`src/hw/node_address_defines.vh`:
```
// Constants for node address and mode selection
`ifndef NODE_ADDRESS_DEFINES_VH
`define NODE_ADDRESS_DEFINES_VH
`define POS_ADDR_FIRST 16'hffff
`define FIXED_ADDR_FIRST 16'h03e9
`define ALIAS_MIN 8'h01
`define ALIAS_MAX 8'hff
`define NODE_MAX 8'h7f
`define NODE_MASTER 7'h00
`define MODE_PROF_POS 8'h01
`define MODE_PROF_VEL 8'h03
`define MODE_PROF_TRQ 8'h04
`define MODE_HOMING 8'h06
`define MODE_PTI 8'h07
`define SEL_NONE 3'h0
`define SEL_PROF_POS 3'h1
`define SEL_PROF_VEL 3'h2
`define SEL_PROF_TRQ 3'h3
`define SEL_HOMING 3'h4
`define SEL_PTI 3'h5
`define SEL_FIELD_W 4
`define FIXED_RST 16'h0000
`define ALIAS_RST 8'h00
`define NODE_RST 7'h00
`endif

```
`src/hw/node_address_and_mode_select.v`:
```
// Node identity resolution and motion mode decode for a drive node
// Function
// - Position addressing: first node 0xffff, each later node one lower.
// - Station alias from two switches, valid 0x01 through 0xff.
// - Dual axis is one node; second axis copies first axis alias.
// - Fixed address and alias are always both usable.
// - CAN node number is seven bits, valid range 1 to 127.
// - Node zero reserved for master; only as multi-drop gateway.
// - Node number is the sum of switches, inputs and flash value.
// - Zero to seven configurable digital inputs contribute to node number.
// - Switches alone may set any node number up to 127.
// - Mode numbers 1,3,4,6,7 select position, velocity, torque, homing, interpolation.
// - Profile position runs a complete move on command.
// - Profile velocity accelerates to set speed, decelerates on halt.
// - Profile torque ramps to new value, ramps down on halt.
// - Interpolated mode joins points with cubic segments.
// - Homing uses configurable index, home and limit switches.
// - Serial port is three-wire, terminal side, full duplex.
// - Tool-started serial moves may suspend network operations until stopped.
`include "node_address_defines.vh"
`default_nettype none

module node_address_and_mode_select #(
    parameter NUM_INPUTS = 16
) (
    input wire clk,
    input wire arst_n,
    input wire clk_en,
    input wire [15:0] chain_position,
    input wire [15:0] fixed_addr_in,
    input wire fixed_addr_load,
    input wire [3:0] alias_switch_high,
    input wire [3:0] alias_switch_low,
    input wire second_axis,
    input wire [7:0] first_axis_alias,
    input wire [6:0] node_switch,
    input wire [NUM_INPUTS-1:0] digital_in,
    input wire [2:0] input_count,
    input wire [4*7-1:0] input_select,
    input wire [6:0] flash_node,
    input wire gateway_mode,
    input wire [7:0] mode_number,
    input wire tool_move_active,
    output reg [15:0] position_addr_q,
    output reg [15:0] fixed_addr_q,
    output reg [7:0] station_alias_q,
    output reg alias_valid_q,
    output reg [6:0] node_number_q,
    output reg node_valid_q,
    output reg [2:0] mode_sel_q,
    output reg mode_valid_q,
    output reg network_suspend_q,
    output reg serial_full_duplex_q
);

    // Pins are asynchronous: two stages before use
    wire [3:0] ash_s2;
    wire [3:0] asl_s2;
    wire [6:0] nsw_s2;
    wire [NUM_INPUTS-1:0] din_s2;

    pin_sync #(
        .W(4)
    ) u_sync_ash (
        .clk(clk),
        .arst_n(arst_n),
        .clk_en(clk_en),
        .d(alias_switch_high),
        .q(ash_s2)
    );

    pin_sync #(
        .W(4)
    ) u_sync_asl (
        .clk(clk),
        .arst_n(arst_n),
        .clk_en(clk_en),
        .d(alias_switch_low),
        .q(asl_s2)
    );

    pin_sync #(
        .W(7)
    ) u_sync_nsw (
        .clk(clk),
        .arst_n(arst_n),
        .clk_en(clk_en),
        .d(node_switch),
        .q(nsw_s2)
    );

    pin_sync #(
        .W(NUM_INPUTS)
    ) u_sync_din (
        .clk(clk),
        .arst_n(arst_n),
        .clk_en(clk_en),
        .d(digital_in),
        .q(din_s2)
    );

    // Digital input contribution: each node bit picks one input
    // A count below seven leaves the high bits at zero
    wire [6:0] din_value;

    node_bit_pick #(
        .N(NUM_INPUTS)
    ) u_pick_0 (
        .bit_index(3'h0),
        .input_count(input_count),
        .select(input_select[`SEL_FIELD_W*0 +: `SEL_FIELD_W]),
        .inputs(din_s2),
        .bit_out(din_value[0])
    );

    node_bit_pick #(
        .N(NUM_INPUTS)
    ) u_pick_1 (
        .bit_index(3'h1),
        .input_count(input_count),
        .select(input_select[`SEL_FIELD_W*1 +: `SEL_FIELD_W]),
        .inputs(din_s2),
        .bit_out(din_value[1])
    );

    node_bit_pick #(
        .N(NUM_INPUTS)
    ) u_pick_2 (
        .bit_index(3'h2),
        .input_count(input_count),
        .select(input_select[`SEL_FIELD_W*2 +: `SEL_FIELD_W]),
        .inputs(din_s2),
        .bit_out(din_value[2])
    );

    node_bit_pick #(
        .N(NUM_INPUTS)
    ) u_pick_3 (
        .bit_index(3'h3),
        .input_count(input_count),
        .select(input_select[`SEL_FIELD_W*3 +: `SEL_FIELD_W]),
        .inputs(din_s2),
        .bit_out(din_value[3])
    );

    node_bit_pick #(
        .N(NUM_INPUTS)
    ) u_pick_4 (
        .bit_index(3'h4),
        .input_count(input_count),
        .select(input_select[`SEL_FIELD_W*4 +: `SEL_FIELD_W]),
        .inputs(din_s2),
        .bit_out(din_value[4])
    );

    node_bit_pick #(
        .N(NUM_INPUTS)
    ) u_pick_5 (
        .bit_index(3'h5),
        .input_count(input_count),
        .select(input_select[`SEL_FIELD_W*5 +: `SEL_FIELD_W]),
        .inputs(din_s2),
        .bit_out(din_value[5])
    );

    node_bit_pick #(
        .N(NUM_INPUTS)
    ) u_pick_6 (
        .bit_index(3'h6),
        .input_count(input_count),
        .select(input_select[`SEL_FIELD_W*6 +: `SEL_FIELD_W]),
        .inputs(din_s2),
        .bit_out(din_value[6])
    );

    // Sum kept two bits wider so overflow is seen, not wrapped
    wire [8:0] node_sum = {2'h0, nsw_s2} + {2'h0, din_value} + {2'h0, flash_node};
    wire node_overflow = (node_sum > {1'h0, `NODE_MAX});
    wire node_is_master = (node_sum[6:0] == `NODE_MASTER);
    // Alias switches are nibbles, high switch first
    wire [7:0] own_alias = {ash_s2, asl_s2};
    wire [7:0] alias_d = second_axis ? first_axis_alias : own_alias;

    reg [2:0] mode_sel_d;
    always @* begin
        case (mode_number)
            `MODE_PROF_POS: mode_sel_d = `SEL_PROF_POS;
            `MODE_PROF_VEL: mode_sel_d = `SEL_PROF_VEL;
            `MODE_PROF_TRQ: mode_sel_d = `SEL_PROF_TRQ;
            `MODE_HOMING: mode_sel_d = `SEL_HOMING;
            `MODE_PTI: mode_sel_d = `SEL_PTI;
            default: mode_sel_d = `SEL_NONE;
        endcase
    end

    always @(posedge clk or negedge arst_n) begin
        if (!arst_n) begin
            position_addr_q <= `POS_ADDR_FIRST;
        end else if (clk_en) begin
            position_addr_q <= `POS_ADDR_FIRST - chain_position;
        end
    end

    // Fixed address is stored whatever scheme is in use
    always @(posedge clk or negedge arst_n) begin
        if (!arst_n) begin
            fixed_addr_q <= `FIXED_RST;
        end else if (clk_en && fixed_addr_load) begin
            fixed_addr_q <= fixed_addr_in;
        end
    end

    always @(posedge clk or negedge arst_n) begin
        if (!arst_n) begin
            station_alias_q <= `ALIAS_RST;
        end else if (clk_en) begin
            station_alias_q <= alias_d;
        end
    end

    always @(posedge clk or negedge arst_n) begin
        if (!arst_n) begin
            alias_valid_q <= 1'h0;
        end else if (clk_en) begin
            alias_valid_q <= (alias_d >= `ALIAS_MIN) && (alias_d <= `ALIAS_MAX);
        end
    end

    always @(posedge clk or negedge arst_n) begin
        if (!arst_n) begin
            node_number_q <= `NODE_RST;
        end else if (clk_en) begin
            node_number_q <= node_sum[6:0];
        end
    end

    // Zero allowed only as gateway; overflow refused rather than wrapped
    always @(posedge clk or negedge arst_n) begin
        if (!arst_n) begin
            node_valid_q <= 1'h0;
        end else if (clk_en) begin
            node_valid_q <= !node_overflow && (!node_is_master || gateway_mode);
        end
    end

    always @(posedge clk or negedge arst_n) begin
        if (!arst_n) begin
            mode_sel_q <= `SEL_NONE;
        end else if (clk_en) begin
            mode_sel_q <= mode_sel_d;
        end
    end

    always @(posedge clk or negedge arst_n) begin
        if (!arst_n) begin
            mode_valid_q <= 1'h0;
        end else if (clk_en) begin
            mode_valid_q <= (mode_sel_d != `SEL_NONE);
        end
    end

    // Plain level: network work resumes as soon as the tool move ends
    always @(posedge clk or negedge arst_n) begin
        if (!arst_n) begin
            network_suspend_q <= 1'h0;
        end else if (clk_en) begin
            network_suspend_q <= tool_move_active;
        end
    end

    always @(posedge clk or negedge arst_n) begin
        if (!arst_n) begin
            serial_full_duplex_q <= 1'h0;
        end else if (clk_en) begin
            serial_full_duplex_q <= 1'h1;
        end
    end

endmodule // node_address_and_mode_select

module pin_sync #(
    parameter W = 1
) (
    input wire clk,
    input wire arst_n,
    input wire clk_en,
    input wire [W-1:0] d,
    output wire [W-1:0] q
);
    // Only the second stage is read; the first may be metastable
    reg [W-1:0] meta_q;
    reg [W-1:0] sync_q;

    always @(posedge clk or negedge arst_n) begin
        if (!arst_n) begin
            meta_q <= {W{1'h0}};
            sync_q <= {W{1'h0}};
        end else if (clk_en) begin
            meta_q <= d;
            sync_q <= meta_q;
        end
    end

    assign q = sync_q;

endmodule // pin_sync

module node_bit_pick #(
    parameter N = 16
) (
    input wire [2:0] bit_index,
    input wire [2:0] input_count,
    input wire [3:0] select,
    input wire [N-1:0] inputs,
    output wire bit_out
);
    // Bits past the configured count contribute nothing
    // Select must stay below N; no range guard to keep it small
    assign bit_out = (bit_index < input_count) ? inputs[select] : 1'h0;

endmodule // node_bit_pick
`default_nettype wire

```
`config.mk`:
```
export PLATFORM = sky130hd
export DESIGN_NAME = node_address_and_mode_select
export DESIGN_NICKNAME = d
export VERILOG_FILES = /design/src/hw/node_address_and_mode_select.v
export VERILOG_INCLUDE_DIRS = /design/src /design/src/hw
export SDC_FILE = /design/constraint.sdc
export NUM_CORES = 1
export LEC_CHECK = 0
export CORE_MARGIN = 1.5
export CORE_UTILIZATION = 55
export DETAILED_ROUTE_END_ITERATION = 7
export DONT_BUFFER_PORTS = 1
export PLACE_DENSITY_LB_ADDON = 0.3
export SETUP_SLACK_MARGIN = 0.4
export SYNTH_ARGS = -nofsm -noshare
export SYNTH_HDL_FRONTEND = slang
export SYNTH_SLANG_ARGS = --single-unit
export TNS_END_PERCENT = 10
```
`constraint.sdc`:
```
create_clock -name clk -period 10.8 [get_ports clk]
set_clock_uncertainty 0.1 [all_clocks]
set_input_delay 3.24 -clock clk [delete_from_list [all_inputs] [get_ports clk]]
set_output_delay 3.24 -clock clk [all_outputs]
set_load 0.005 [all_outputs]
```
==> impl_metrics.env <==
export IMPL_ys_types=39
export IMPL_worstHoldStart="u_sync_nsw.meta_q[3]"
export IMPL_tritoncts="built"
export IMPL_whs_ns=0.383
export IMPL_cp_data_arrival_time_ns=6.27
export IMPL_max_freq_mhz=167
export IMPL_clk_pin_slew_ns=0.05
export IMPL_drc_errors=0
export IMPL_cap_violations=0
export IMPL_cp_required_ns=11.08
export IMPL_grt_util_all_layers_pct=22.1
export IMPL_cp_slowest_cell="mux4_2"
export IMPL_rr_startpoint="u_sync_din.q[13]"
export IMPL_p_int_mw=0.999
export IMPL_die_w_um=105
export IMPL_worstSetupPathType="input pin to flip-flop"
export IMPL_max_vdd_ir_drop_v=0.000116
export IMPL_synthCells=409
export IMPL_switchingPower_mw=0.325
export IMPL_cts_sinks=117
export IMPL_cts_buffer_depth=2
export IMPL_core_area_sq_um=10200
export IMPL_cts_setup_buffers=0
export IMPL_power_leakage_nw=2.67
export IMPL_max_stage_delay_ns=0.48
export IMPL_stdcell_count=561
export IMPL_period_needed_ns=5.99
export IMPL_antenna_cells=0
export IMPL_worstMarginPinSlew_ns=0.767
export IMPL_synth_warnings=0
export IMPL_dr_pass1_iters=4
export IMPL_fin_crit_sh_pct=55.5
export IMPL_grt_pass1_wl_um=18700
export IMPL_drt_iter0_markers=205
export IMPL_end_kind="flip-flop"
export IMPL_layout_commonest_cell="dfrtp_1"
export IMPL_die_h_um=105
export IMPL_routed_wl_um=11500
export IMPL_antenna_found_initial=0
export IMPL_place_hpwl_um=8090
export IMPL_powerDensity_nw_per_um2=205
export IMPL_rsz0062_at_grt="no"
export IMPL_crit_chain="mux4_2 > mux4_2 > o21ai_0 > fa_1 > inv_1 > ha_1 > fa_1 > nor4b_1 > o2111ai_1 > o31ai_1 > a21oi_1"
export IMPL_status="complete, no violations"
export IMPL_die_area_sq_um=11100
export IMPL_setup_tns_ns=0
export IMPL_layout_common_cells="dfrtp_1 (101), mux2_2 (82), mux4_2 (28), o21ai_0 (28), nand2_1 (24)"
export IMPL_yosysSeqAreaShare_pct=51.2
export IMPL_utilization_pct=63.1
export IMPL_relSlewSlack_pct=48.8
export IMPL_power_share_clock_pct=41.8
export IMPL_synth_fp_nets=547
export IMPL_numCtsBuffers=17
export IMPL_start_util_pct=56.3
export IMPL_drtAntennaViolNets=0
export IMPL_crit_buf_inv=1
export IMPL_place_gp_congestion=0.820
export IMPL_root_buffer="clkbuf_8"
export IMPL_io_pins=179
export IMPL_crit_family="adder cells"
export IMPL_syn_to_final_growth_pct=12.1
export IMPL_via_per_inst=6.10
export IMPL_nNetsFinal=550
export IMPL_swShare_pct=24.5
export IMPL_setup_viol=0
export IMPL_min_to="u_sync_nsw.q[3]"
export IMPL_grt_overflow=0
export IMPL_ys_ff_latch=117
export IMPL_hold_viol=0
export IMPL_r2r_end="node_valid_q"
export IMPL_io_buffers=0
export IMPL_wl_per_cell_um=20.4
export IMPL_rr_worst_depth=11
export IMPL_syn_area_sq_um=5760
export IMPL_cp_start_kind="input pin"
export IMPL_rrSetupSlack_ns=7.03
export IMPL_hold_path_depth=2
export IMPL_fillers=783
export IMPL_dr_total_vias=3424
export IMPL_grt_pass1_vias=3717
export IMPL_cts_hold_buf=0
export IMPL_grt_max_degree=118
export IMPL_pwr_share_seq_pct=43.0
export IMPL_hold_class="flip-flop to flip-flop"
export IMPL_synth_avg_cell_area_sq_um=14.1
export IMPL_p_total_mw=1.32
export IMPL_cts_resized=0
export IMPL_clk_latency_ns=0.51
export IMPL_h_tree_depth=4
export IMPL_combPwrFrac_pct=15.2
export IMPL_dpl_cell_count=529
export IMPL_slew_violations=0
export IMPL_rows=37
export IMPL_cp_max_fo=4
export IMPL_layout_drive_gt1_share_pct=36.9
==> routing by layer <==
| metal | track usage [%] | share of wire, % | vias to the layer above |
|---|---|---|---|
| li1 | - | - | 1526 |
| met3 | 10.1 | 10 | 19 |
| met4 | 7.93 | 1.6 | 0 |
| met5 | 0 | 0 | - |
| met2 | 36.4 | 51 | 157 |
| met1 | 25.5 | 37 | 1722 |
==> how the worst max path moves through the flow <==
stage	end	depth (start not counted)	startpoint
floorplan	node_valid_q	11	input_select[4]
global placement	node_valid_q	11	input_select[4]
detailed placement	node_valid_q	11	input_select[4]
CTS	node_valid_q	11	input_select[4]
global route	node_valid_q	11	input_select[4]
finish	node_valid_q	11	input_select[4]
==> Yosys cell counts <==
library cell	instances	share of area (%)
buf_1	2	0.13
nor2b_1	2	0.22
or4b_2	1	0.17
or4_1	3	0.39
o211a_1	1	0.17
xnor2_1	2	0.30
a21oi_1	14	1.2
mux4_1	7	3.2
dfrtp_1	101	44
nand2_1	24	1.6
and3_1	1	0.11
mux2i_1	10	1.7
dfstp_2	16	7.3
o211ai_1	1	0.13
inv_1	21	1.4
a211oi_1	1	0.13
o21ai_0	28	2.4
o2111ai_1	2	0.30
buf_2	2	0.17
nor4_1	1	0.11
nand3_1	5	0.43
ha_1	6	1.3
o22ai_1	2	0.22
a22oi_1	1	0.13
nor2_1	13	0.85
o31ai_1	2	0.26
xor2_1	1	0.15
clkbuf_1	12	0.78
fa_1	8	2.8
mux2_2	82	16
a31oi_1	1	0.11
nand4_1	1	0.11
mux4_2	28	11
nand2b_1	2	0.22
nor3_1	1	0.087
nor4b_1	1	0.15
or2_2	1	0.11
and4_1	1	0.15
o21bai_1	1	0.13
==> power by group through the flow <==
| stage | clock [mW] | combinational [mW] | sequential [mW] |
|---|---|---|---|
| finish | 0.553 | 0.201 | 0.569 |
| global route | 0.587 | 0.225 | 0.577 |
| CTS | 0.566 | 0.203 | 0.569 |
| detailed placement | 0 | 0.202 | 0.576 |
| global placement | 0 | 0.192 | 0.575 |
| floorplan | 0 | 0.180 | 0.549 |
==> logic make-up (layout without fill, tap and decap cells) <==
group | count (synthesis) | in the layout | share of synthesized area [%]
AOI/OAI and AO/OA | 54 | 54 | 5.24
xor gates and xnor gates | 3 | 3 | 0.456
adders and majority gates | 14 | 14 | 4.08
buffers and inverters | 37 | 53 | 2.45
DFF | 117 | 117 | 51.2
muxes | 127 | 127 | 31.9
and+or+nand+nor | 57 | 57 | 4.67
==> tightest hold or removal path: stages, from the launching register on <==
cell and delay (ns):
dfrtp_1 0.33, nand2_1 0.05, o21ai_0 0.06
==> cell type report <==
type                    count  area [sq um]  share of cell area (%)
inverters                  21          78.8                    1.22
well taps                 136           170                    2.63
clock inverters             9           125                    1.94
flip-flops and latches    117          2950                    45.6
clock buffers              23           467                    7.23
multi-input cells         255          2670                    41.3
==> flip-flops by register name, summed over array words and instances, names as in the netlist, 3 cells and up <==
signal             flops
fixed_addr_q          16
mode_sel_q             3
node_number_q          7
position_addr_q       16
station_alias_q        8
u_sync_ash.meta_q      4
u_sync_ash.q           4
u_sync_asl.meta_q      4
u_sync_asl.q           4
u_sync_din.meta_q     16
u_sync_din.q          16
u_sync_nsw.meta_q      7
u_sync_nsw.q           7
==> per-stage QoR <==
step	area, sq um	worst slack [ns]
final	6460	4.81
after global routing	6460	4.67
after CTS	6460	4.87
after detailed placement	5870	4.32
after global placement	5870	4.40
after floorplan	5760	4.54
(Power assumes the default switching activity.)
